## config.mk

```make
export PLATFORM = sky130hd
export DESIGN_NAME = prwl_top
export DESIGN_NICKNAME = d
export VERILOG_FILES = /design/src/verilog/prwl_pkg.sv /design/src/verilog/prwl_map_if.sv /design/src/verilog/prwl_map_store.sv /design/src/verilog/prwl_top.sv
export SDC_FILE = /design/constraint.sdc
export NUM_CORES = 1
export LEC_CHECK = 0
export BUFFER_PORTS_ARGS = -buffer_cell sky130_fd_sc_hd__buf_2
export CORE_MARGIN = 5
export CORE_UTILIZATION = 46
export CTS_BUF_LIST = sky130_fd_sc_hd__clkbuf_2
export DETAILED_ROUTE_END_ITERATION = 8
export GPL_ROUTABILITY_DRIVEN = 1
export HOLD_SLACK_MARGIN = 0.05
export PLACE_DENSITY = 0.82
export SLEW_MARGIN = 15
export SYNTH_ARGS = -nofsm -noshare
export SYNTH_HDL_FRONTEND = slang
export SYNTH_SLANG_ARGS = --single-unit
```

## constraint.sdc

```tcl
create_clock -name clock -period 1.9 [get_ports clock]
set_input_delay 0.285 -clock clock [delete_from_list [all_inputs] [get_ports clock]]
set_output_delay 0.285 -clock clock [all_outputs]
set_load 0.01 [all_outputs]
```

## src/verilog/prwl_pkg.sv

```systemverilog
// prwl_pkg: constants for the pin remap write lock block
// assumes: single system clock, asynchronous active-low device reset
package prwl_pkg;
    // system configuration control: remap lock position and reset
    localparam int unsigned LOCK_BIT_POS      = 13;
    localparam logic        LOCK_RESET_VAL    = 1'b0;
    // device configuration word three: one-way option position
    localparam int unsigned ONE_WAY_BIT_POS   = 29;
    localparam logic [31:0] CFG3_UNPROGRAMMED = 32'hFFFF_FFFF;
    // mapping fields
    localparam int unsigned SEL_WIDTH         = 4;
    localparam logic [3:0]  OUT_SEL_RESET     = 4'h0;
    localparam logic [3:0]  IN_SEL_RESET      = 4'h0;
    localparam logic [3:0]  OUT_SEL_NULL      = 4'h0;
    // write session state
    typedef enum logic [1:0]
    {
        PRWL_OPEN    = 2'b00,
        PRWL_LOCKED  = 2'b01,
        PRWL_FROZEN  = 2'b10
    } prwl_state_type;
endpackage

```

## src/verilog/prwl_map_if.sv

```systemverilog
// prwl_map_if: mapping write requests between lock controller and map store
// assumes: both ends on the same system clock
`timescale 1ns/1ps
interface prwl_map_if #(parameter int N = 8);
    logic           wr_en;
    logic           wr_is_out;
    logic [7:0]     wr_idx;
    logic [3:0]     wr_data;
    logic           lock;
    modport ctrl  (output wr_en, output wr_is_out, output wr_idx, output wr_data, output lock);
    modport store (input wr_en, input wr_is_out, input wr_idx, input wr_data, input lock);
endinterface

```

## src/verilog/prwl_map_store.sv

```systemverilog
// prwl_map_store: input-select and output-select mapping registers
// assumes: write requests arrive from prwl_top over prwl_map_if
`timescale 1ns/1ps
module prwl_map_store #(
    parameter int N_OUT = 8,
    parameter int N_IN  = 8
) (
    // clock and reset
    input  wire logic                   clock,
    input  wire logic                   arst_n,
    // requests
    prwl_map_if.store                   req,
    // stored fields
    output logic [N_OUT*4-1:0]          out_sel_r,
    output logic [N_IN*4-1:0]           in_sel_r
);
    // one always_ff per field; a locked write completes but stores nothing
    genvar g;
    generate
        for (g = 0; g < N_OUT; g++)
        begin : g_out
            always_ff @(posedge clock or negedge arst_n)
            begin
                if (!arst_n)
                    out_sel_r[g*4 +: 4] <= prwl_pkg::OUT_SEL_RESET;
                else if (req.wr_en && !req.lock && req.wr_is_out && req.wr_idx == 8'(g))
                    out_sel_r[g*4 +: 4] <= req.wr_data;
            end
        end
        for (g = 0; g < N_IN; g++)
        begin : g_in
            always_ff @(posedge clock or negedge arst_n)
            begin
                if (!arst_n)
                    in_sel_r[g*4 +: 4] <= prwl_pkg::IN_SEL_RESET;
                else if (req.wr_en && !req.lock && !req.wr_is_out && req.wr_idx == 8'(g))
                    in_sel_r[g*4 +: 4] <= req.wr_data;
            end
        end
    endgenerate
endmodule

```

## src/verilog/prwl_top.sv

```systemverilog
// prwl_top: write lock for the peripheral pin remapping registers
// assumes: unlock strobe is a same-clock qualified pulse from system control;
// configuration word three is stable same-clock data after reset release
`timescale 1ns/1ps
module prwl_top #(
    parameter int N_OUT = 8,
    parameter int N_IN  = 8
) (
    // clock and reset
    input  wire logic                   clock,
    input  wire logic                   arst_n,
    // system control
    input  wire logic                   unlock_strobe,
    input  wire logic [31:0]            device_config_word_three,
    input  wire logic                   cfg3_programmed,
    // system configuration control write
    input  wire logic                   cfg_wr,
    input  wire logic [31:0]            cfg_wdata,
    // mapping register writes
    input  wire logic                   map_wr,
    input  wire logic                   map_is_out,
    input  wire logic [7:0]             map_idx,
    input  wire logic [3:0]             map_wdata,
    // status and mapping outputs
    output logic                        remap_lock_bit,
    output logic                        frozen,
    output logic [N_OUT*4-1:0]          pin_output_select_reg,
    output logic [N_IN*4-1:0]           input_select_reg
);
    // refuse map counts that the 8-bit index cannot reach, at elaboration
    if (N_OUT < 1 || N_OUT > 256 || N_IN < 1 || N_IN > 256)
    begin : g_bad_counts
        $error("prwl_top: map counts must be 1..256");
    end

    logic                    unlock_open_r;
    logic                    one_way_r;
    logic                    cfg_seen_r;
    prwl_pkg::prwl_state_type state_r;
    prwl_pkg::prwl_state_type state_nxt;
    logic                    lock_wr_ok;
    logic                    want_lock;

    prwl_map_if #(.N(N_OUT)) map_bus ();

    // unlock window lasts exactly the cycle after the strobe
    always_ff @(posedge clock or negedge arst_n)
    begin
        if (!arst_n)
            unlock_open_r <= 1'b0;
        else
            unlock_open_r <= unlock_strobe;
    end

    // catch the one-way option after reset release; unprogrammed reads as set
    always_ff @(posedge clock or negedge arst_n)
    begin
        if (!arst_n)
        begin
            one_way_r  <= 1'b1;  // safe default until the word is seen
            cfg_seen_r <= 1'b0;
        end
        else if (!cfg_seen_r)
        begin
            cfg_seen_r <= 1'b1;
            one_way_r  <= cfg3_programmed
                ? device_config_word_three[prwl_pkg::ONE_WAY_BIT_POS]
                : prwl_pkg::CFG3_UNPROGRAMMED[prwl_pkg::ONE_WAY_BIT_POS];
        end
    end

    // lock write qualifies only inside the unlock window
    assign lock_wr_ok = cfg_wr && unlock_open_r;
    assign want_lock  = cfg_wdata[prwl_pkg::LOCK_BIT_POS];

    // lock state: frozen has no exit but reset
    always_comb
    begin
        state_nxt = state_r;
        case (state_r)
            prwl_pkg::PRWL_OPEN:
                if (lock_wr_ok && want_lock)
                    state_nxt = one_way_r ? prwl_pkg::PRWL_FROZEN
                                          : prwl_pkg::PRWL_LOCKED;
            prwl_pkg::PRWL_LOCKED:
                if (lock_wr_ok && !want_lock)
                    state_nxt = prwl_pkg::PRWL_OPEN;
            prwl_pkg::PRWL_FROZEN:
                state_nxt = prwl_pkg::PRWL_FROZEN;
            default:
                state_nxt = prwl_pkg::PRWL_FROZEN;
        endcase
    end

    always_ff @(posedge clock or negedge arst_n)
    begin
        if (!arst_n)
            state_r <= prwl_pkg::PRWL_OPEN;
        else
            state_r <= state_nxt;
    end

    // registered status outputs track the next state
    always_ff @(posedge clock or negedge arst_n)
    begin
        if (!arst_n)
        begin
            remap_lock_bit <= prwl_pkg::LOCK_RESET_VAL;
            frozen         <= 1'b0;
        end
        else
        begin
            remap_lock_bit <= (state_nxt != prwl_pkg::PRWL_OPEN);
            frozen         <= (state_nxt == prwl_pkg::PRWL_FROZEN);
        end
    end

    // mapping writes gated by the current lock value
    assign map_bus.wr_en     = map_wr;
    assign map_bus.wr_is_out = map_is_out;
    assign map_bus.wr_idx    = map_idx;
    assign map_bus.wr_data   = map_wdata;
    assign map_bus.lock      = remap_lock_bit;

    prwl_map_store #(
        .N_OUT (N_OUT),
        .N_IN  (N_IN)
    ) u_store (
        .clock     (clock),
        .arst_n    (arst_n),
        .req       (map_bus),
        .out_sel_r (pin_output_select_reg),
        .in_sel_r  (input_select_reg)
    );
endmodule

```

== Yosys cells after proc, flatten, opt, wreduce, memory -nomap -nowiden ==
Index checks and enable logic that the tools add are counted.
Word-level totals
  register bits after elaboration: 71
  latch bits: 0
  memory bits (writable): 0
  bits in read-only memories: 0
  bits of input ports: 83
  output and inout port bits: 66
  word-level logic and storage cells: 64
  memories kept: 0
Operators by class
  $add $sub $neg: 0
  $mul: 0
  div/mod/pow operators: 0
  order comparisons: 0
  equality and inequality tests: 9
  shifts and indexed selects: 0
  muxes and demuxes: 5
  bitwise logic cells: 0
  reduce and logical (&&, ||, !) cells: 28
Operators with widths (number)
  8-bit by 3-bit equality test with 1-bit output, second input constant: 4
  1-bit logical AND: 22
  8-bit by 2-bit equality test with 1-bit output, second input constant: 2
  8-bit by 1-bit equality test with 1-bit output, second input constant: 1
  8-bit zero test: 1
  2-bit 2-to-1 mux: 3
  2-bit one-hot mux with 2 select lines: 1
  1-bit zero test: 3
  2-bit by 1-bit equality test with 1-bit output, second input constant: 1
  2-bit equality test, second input constant: 1
  2-bit zero test: 1
  2-bit nonzero test: 1
  1-bit 2-to-1 mux: 1

== Depth between registers and ports, before layout ==
Gate-level depths: netlist (run 1).
  depth in word-level cells: 5
  gate-level depth with buffers: 4
  depth with buffers taken out: 3

== Modules after synthesis ==
From an unflattened synthesis (run 1), not the netlist that was laid out.
Unflattened totals
  cell total of the unflattened synthesis: 180
  area total of the unflattened synthesis: 2962.8 µm²
By module, submodules not included
  prwl_map_store: times used 1, cells an instance 160, area each 2707.6 µm², sequential area each 1601.5 µm²
  prwl_top: times used 1, cells an instance 20, area each 255.2 µm², sequential area each 176.4 µm²

== Worst setup path before layout (run 1) ==
No wires, ideal clock.
  kind: reg-to-reg
  start: register remap_lock_bit
  end: register u_store.in_sel_r[12]
  setup time: 0.125 ns
  arrival time: 1.290 ns
  required time: 1.775 ns
  path slack: 0.486 ns
  cell stages (with the launch flop): 4
  buffers on the path: 0
  period minus slack after synthesis: 1.414 ns
  cells stage by stage: dfrtp_1 > nor4b_2 > nand3_1 > mux2_2
Between the ends
  longest elaborated chain between the ends: 4
RTL lines
  start: declaration: line prwl_top.sv:25  | output logic remap_lock_bit,
  start signal: assignment: line prwl_top.sv:108  | remap_lock_bit <= prwl_pkg::LOCK_RESET_VAL;
  start signal: assignment: line prwl_top.sv:113  | remap_lock_bit <= (state_nxt != prwl_pkg::PRWL_OPEN);
  1-bit zero test: line prwl_map_store.sv:36  | else if (req.wr_en && !req.lock && !req.wr_is_out && req.wr_idx == 8'(g))
  1-bit logical AND (3 in series): line prwl_map_store.sv:36
  end signal: indexed assignment: line prwl_map_store.sv:35  | in_sel_r[g*4 +: 4] <= prwl_pkg::IN_SEL_RESET;
  end signal: indexed assignment: line prwl_map_store.sv:37  | in_sel_r[g*4 +: 4] <= req.wr_data;
  end: declaration: line prwl_map_store.sv:15  | output logic [N_IN*4-1:0] in_sel_r
No other way between the ends.
A chain may end at the register's enable or synchronous reset.

== Worst setup path in the final report (run 1) ==
  start: register remap_lock_bit
  end: register u_store.in_sel_r[3]
Same word-level chain as after synthesis.

==> results of run 1 <==
-- cell type report --
cell class / count / area [sq um] / share of cell area
Sequential cell: 71 / 1780 / 0.511
Tap cell: 75 / 93.8 / 0.0270
Inverter: 2 / 7.51 / 0.00216
Clock inverter: 2 / 33.8 / 0.00971
Clock buffer: 12 / 60.1 / 0.0173
Timing Repair Buffer: 92 / 498 / 0.143
Multi-Input combinational cell: 100 / 1010 / 0.290
-- worst min-delay path by stage --
stage / endpoint / slack (ns) / cells past startpoint
floorplan: cfg_seen_r$_DFF_PN0_ / -0.01 / 0
global placement: unlock_open_r$_DFF_PN0_ / 0.33 / 2
detailed placement: unlock_open_r$_DFF_PN0_ / 0.34 / 2
CTS: state_r[1]$_DFF_PN0_ / 0.09 / 3
global route: state_r[1]$_DFF_PN0_ / 0.06 / 3
finish: state_r[1]$_DFF_PN0_ / 0.13 / 3
-- power by group through the flow --
stage | clock network, mW | registers (mW) | logic [mW]
6_report | 0.776 | 1.52 | 0.118
5_1_grt | 0.868 | 1.52 | 0.133
2_1_floorplan | 0 | 1.55 | 0.0286
3_3_place_gp | 0 | 1.55 | 0.113
3_5_place_dp | 0 | 1.55 | 0.115
4_1_cts | 0.799 | 1.52 | 0.122
-- critical path: stages (launching register included) --
cell     delay (ns)
dfrtp_1        0.46
nor4b_2        0.44
nand3_1        0.27
mux2_2         0.33
-- cell usage after synthesis, types with 2 or more instances --
library cell,number,area [sq um]
clkbuf_1,4,15.0
and4bb_2,3,37.5
o21ai_0,2,10.0
nor4b_4,2,47.6
inv_1,2,7.51
nand3_1,16,80.1
mux2_2,64,721
dfrtp_1,70,1750
-- cells by family after synthesis --
| family | Yosys count |
|---|---|
| flops | 71 |
| mux | 64 |
| simple gates | 30 |
| buf+inv | 7 |
| compound gates | 5 |
| other cells | 1 |
-- registers in the layout (all words and copies together), names as in the netlist --
signal	count
one_way_r	1
frozen	1
state_r	2
unlock_open_r	1
cfg_seen_r	1
u_store.in_sel_r	32
remap_lock_bit	1
u_store.out_sel_r	32
-- through the flow --
step	hold slack (ns)	area, sq um
floorplan	-0.0106	2820
global route	0.0583	3480
CTS	0.0884	3480
global placement	0.333	3350
finish	0.128	3480
detailed placement	0.343	3350
-- metal layers --
| layer | part of all wire | GRT usage | vias to the layer above |
|---|---|---|---|
| met5 | 0 | 0 | - |
| met4 | 0.017 | 0.0659 | 0 |
| met3 | 0.078 | 0.0540 | 12 |
| met2 | 0.49 | 0.274 | 65 |
| met1 | 0.42 | 0.224 | 941 |
| li1 | - | - | 853 |
-- what timing repair did --
item / 4_1_cts / 5_1_grt
endpoints found under the setup margin: 0 / 0
hold buffers: 4 / 0
buffers inserted: 0 / 0
endpoints found under the hold margin: 72 / 0
-- cells in the final DEF (no fill, tap or decap), types with 2 or more instances in the layout --
master	instances
clkbuf_2	12
mux2_2	64
dlygate4sd3_1	4
dfrtp_1	70
nor4b_4	2
buf_2	86
o21ai_0	2
and4bb_2	3
nand3_1	16
inv_1	2
==> flow_metrics.tcl, run 1 <==
set metrics [dict create \
    status "completed" \
    ys_seq_area_frac 0.631 \
    worstSetupEndpoint "u_store.in_sel_r[3]$_DFFE_PN0P_" \
    dieArea_sq_um 7790 \
    antenna_found_initial 0 \
    insertion_delay_ns 0.47 \
    grt_pass1_wl_mm 10.1 \
    p_per_area_nw_per_um2 694 \
    syn_nets 261 \
    path_class "reg -> reg" \
    crit_start "remap_lock_bit$_DFF_PN0_" \
    cp-end-kind "flip-flop" \
    hp-start "cfg_wdata[13]" \
    place_inst 336 \
    top_level_ports 149 \
    pwr-share-seq 0.630 \
    rr_endpoint "u_store.in_sel_r[3]$_DFFE_PN0P_" \
    ant_nets 0 \
    post-route-period-util 0.851 \
    drive_gt1_frac 0.624 \
    pwr-share-comb 0.049 \
    cp_max_fo 5 \
    hold_violations 0 \
    grt_pass1_vias 1936 \
    yosysWarningCount 0 \
    fin_crit_ns 1.62 \
    fill_cells 495 \
    switching_share 0.230 \
    reg2reg_depth 3 \
    yosys.area_share.simple 0.0902 \
    fin_skew_ns 0.0160 \
    wl_per_cell_um 17.7 \
    p_leak_nw 1.98 \
    drt_iter0_drc 78 \
    gp_congestion 0.727 \
    ys_ff_latch 71 \
    rsz0062_at_grt "no" \
    overflow 0 \
    synth_adder_area_share 0 \
    timing.final.max_slew_violations 0 \
    power.internal_mw 1.86 \
    synth_xor_area_frac 0 \
    setup_slack_ns 0.283 \
    synth_cells 178 \
    syn_area_sq_um 2820 \
    pre_cts_slack_ns 0.283 \
    start_util 0.476 \
    diodes 0 \
    core_area_sq_um 5920 \
    h-tree-depth 3 \
    worstReg2RegStart "remap_lock_bit$_DFF_PN0_" \
    cts_buffers 9 \
    avgSynthCellArea_sq_um 15.8 \
    grt_usage 0.173 \
    die_h_um 88.2 \
    stdcell_count 354 \
    synth_compound_area_frac 0.0107 \
    cts-root-buf "clkbuf_2" \
    synthToLayoutAreaGrowth_pct 23.5 \
    yosysUniqueCellTypes 23 \
    hpwl_mm 4.45 \
    cp.required_ns 2.27 \
    synth_edf_count 0 \
    cts_sinks 71 \
    fmax_mhz 618 \
    grt_max_degree 72 \
    routed_wl_mm 6.26 \
    drc 0 \
    synth_top_family_by_area "multiplexers" \
    drt_first_pass_iters 4 \
    rows 28 \
    clkPwrFrac 0.321 \
    ys.flop_type "dfrtp_1" \
    clock_path_buffers 2 \
    cts_resized 0 \
    dr_total_vias 1871 \
    setup_viol 0 \
    hold_class "in -> reg" \
    fin_nets 359 \
    cts_tree "built" \
    setup.worst_path.start_class "flip-flop" \
    max_cap_viol_count 0 \
    muxShareOfSynthArea 0.256 \
    power.switching_mw 0.555 \
    vdd_drop_max_v 0.000423 \
    synthArstFlopShare 1.00 \
    io_buffers 86 \
    die_w_um 88.2 \
    power.total_mw 2.41 \
    finish.utilization 0.588 \
    detail_route.vias_per_cell 5.29 \
    rrSetupSlack_ns 0.28 \
    finalSetupTns_ns 0 \
    crit_arrival_ns 1.98 \
    clk_pin_slew_ns 0.17 \
]
Power figures use the tool's default switching activity.
==> run 2: changes to the inputs <==
Settings changed: GPL_TIMING_DRIVEN from default to 0.
==> run 2 against run 1 <==
  * Largest cell class unchanged
  * Critical endpoint is now u_store.in_sel_r[11]$_DFFE_PN0P_
  * Via count is 0.91% lower
  * Worst hold slack worse by 0.014 ns
  * Register-to-register slack worse by 0.04 ns
  * Total power is 1.7% higher
==> flow_metrics.tcl, run 2 (synthesized netlist as in run 1, its figures left out) <==
set metrics [dict create \
    grt_usage 0.181 \
    reg2reg_depth 3 \
    drc 0 \
    drt_first_pass_iters 4 \
    cp_max_fo 5 \
    clk_pin_slew_ns 0.19 \
    fin_nets 363 \
    fmax_mhz 605 \
    worstHoldPathCells 3 \
    m1WireLength_mm 2.77 \
    final_cell_mix "buf_2 (85), dfrtp_1 (70), mux2_2 (64), nand3_1 (16), clkbuf_2 (9)" \
    start_util 0.476 \
    cts_tree "built" \
    rows 28 \
    grt_pass1_wl_mm 10.3 \
    critPathMaxStageDelay_ns 0.47 \
    wl_per_cell_um 18.2 \
    power.total_mw 2.45 \
    cts_buffers 9 \
    overflow 0 \
    stdcell_count 360 \
    cts_sinks 71 \
    routed_wl_mm 6.55 \
    regArea_sq_um 1780 \
    status "completed" \
    hold_violations 0 \
    clock_path_buffers 2 \
    p_leak_nw 1.98 \
    reg.largest.list "u_store.in_sel_r (32), u_store.out_sel_r (32), state_r (2)" \
    ant_nets 0 \
    fin_crit_ns 1.65 \
    cp.required_ns 2.28 \
    grt_max_degree 45 \
    dieArea_sq_um 7790 \
    path_class "reg -> reg" \
    drt_iter0_drc 82 \
    final_common_cell "buf_2" \
    core_area_sq_um 5920 \
    dr_total_vias 1854 \
    path_delay_family "simple AND/OR/NAND/NOR gates" \
    cp-end-kind "flip-flop" \
    fin_skew_ns 0.0181 \
    top_layer "met4" \
    max_cap_viol_count 0 \
    cts_setup_buffers 0 \
    die_h_um 88.2 \
    detail_route.vias_per_cell 5.15 \
    setup.worst_path.start_class "flip-flop" \
    insertion_delay_ns 0.47 \
    rsz0062_at_grt "no" \
    top_level_ports 149 \
    cp_cell_sequence "nor4b_2, nand3_1, mux2_2" \
    relSlewSlack 0.598 \
    cp.depth 3 \
    synthToLayoutAreaGrowth_pct 24.7 \
    timing.final.max_slew_violations 0 \
    finalSetupTns_ns 0 \
    multi_input_area_sq_um 1010 \
    cp_slowest_cell "dfrtp_1" \
    crit_arrival_ns 2.04 \
    h-tree-depth 3 \
    gp_congestion 0.712 \
    crit_buf_inv 0 \
    grt_pass1_vias 1981 \
    die_w_um 88.2 \
    vdd_drop_max_v 0.000430 \
    fill_cells 500 \
    drive_gt1_frac 0.614 \
    hpwl_mm 4.80 \
    wl_met3_um 433 \
    antenna_found_initial 0 \
    place_inst 340 \
    setup_viol 0 \
    worst_pin_slew_ns 0.603 \
    hold_class "in -> reg" \
    p_per_area_nw_per_um2 699 \
    cts-root-buf "clkbuf_2" \
    io_buffers 86 \
    wl_met2_mm 3.26 \
    post-route-period-util 0.870 \
    diodes 0 \
]
run 2: final timing paths:
kind / from / to / slack [ns]
min reg2reg: cfg_seen_r$_DFF_PN0_ / one_way_r$_DFFE_PN1N_ / 0.43
max in group asynchronous: arst_n / u_store.in_sel_r[25]$_DFFE_PN0P_ / 1.11
min: cfg_wdata[13] / state_r[1]$_DFF_PN0_ / 0.11
max: remap_lock_bit$_DFF_PN0_ / u_store.in_sel_r[11]$_DFFE_PN0P_ / 0.25
min in group asynchronous: arst_n / cfg_seen_r$_DFF_PN0_ / 0.23
max reg2reg: remap_lock_bit$_DFF_PN0_ / u_store.in_sel_r[11]$_DFFE_PN0P_ / 0.25
run 2: where the power goes:
group          leakage (nW)  internal, mW  switching [mW]  total [mW]
sequential            0.969          1.52         0.00266        1.52
combinational         0.948        0.0394          0.0830       0.122
clock                0.0667         0.293           0.518       0.811
run 2: final cells by class:
class | count | share of cell area
tap | 75 | 0.0267
buffer | 5 | 0.00641
clock buffer | 9 | 0.0128
timing repair buffer | 91 | 0.140
sequential | 71 | 0.506
inverter | 2 | 0.00214
clock inverter | 7 | 0.0182
multi-input combinational | 100 | 0.287
run 2: layer usage:
metal,vias up,global-route usage
met2,58,0.295
met4,0,0.0742
met5,-,0
met3,9,0.0484
met1,933,0.229
li1,854,-
run 2: worst min-delay path: stages:
cell and delay (ns):
buf_2 0.10, nand4_1 0.11, o21ai_0 0.08
run 2: through the flow:
stage                     cell area (sq um)  hold WS [ns]  setup WS [ns]   util
after CTS                              3510        0.0593          0.232  0.593
after floorplan                        2820       -0.0106          0.486      -
after global routing                   3510        0.0861         0.0917  0.593
after detailed placement               3360         0.226          0.271  0.568
after global placement                 3340         0.394          0.231  0.564
final                                  3510         0.115          0.247  0.593
run 2: repair_timing:
item,CTS,global route
resized for setup,0,0
hold buffers,4,0
hold endpoints to repair,73,0
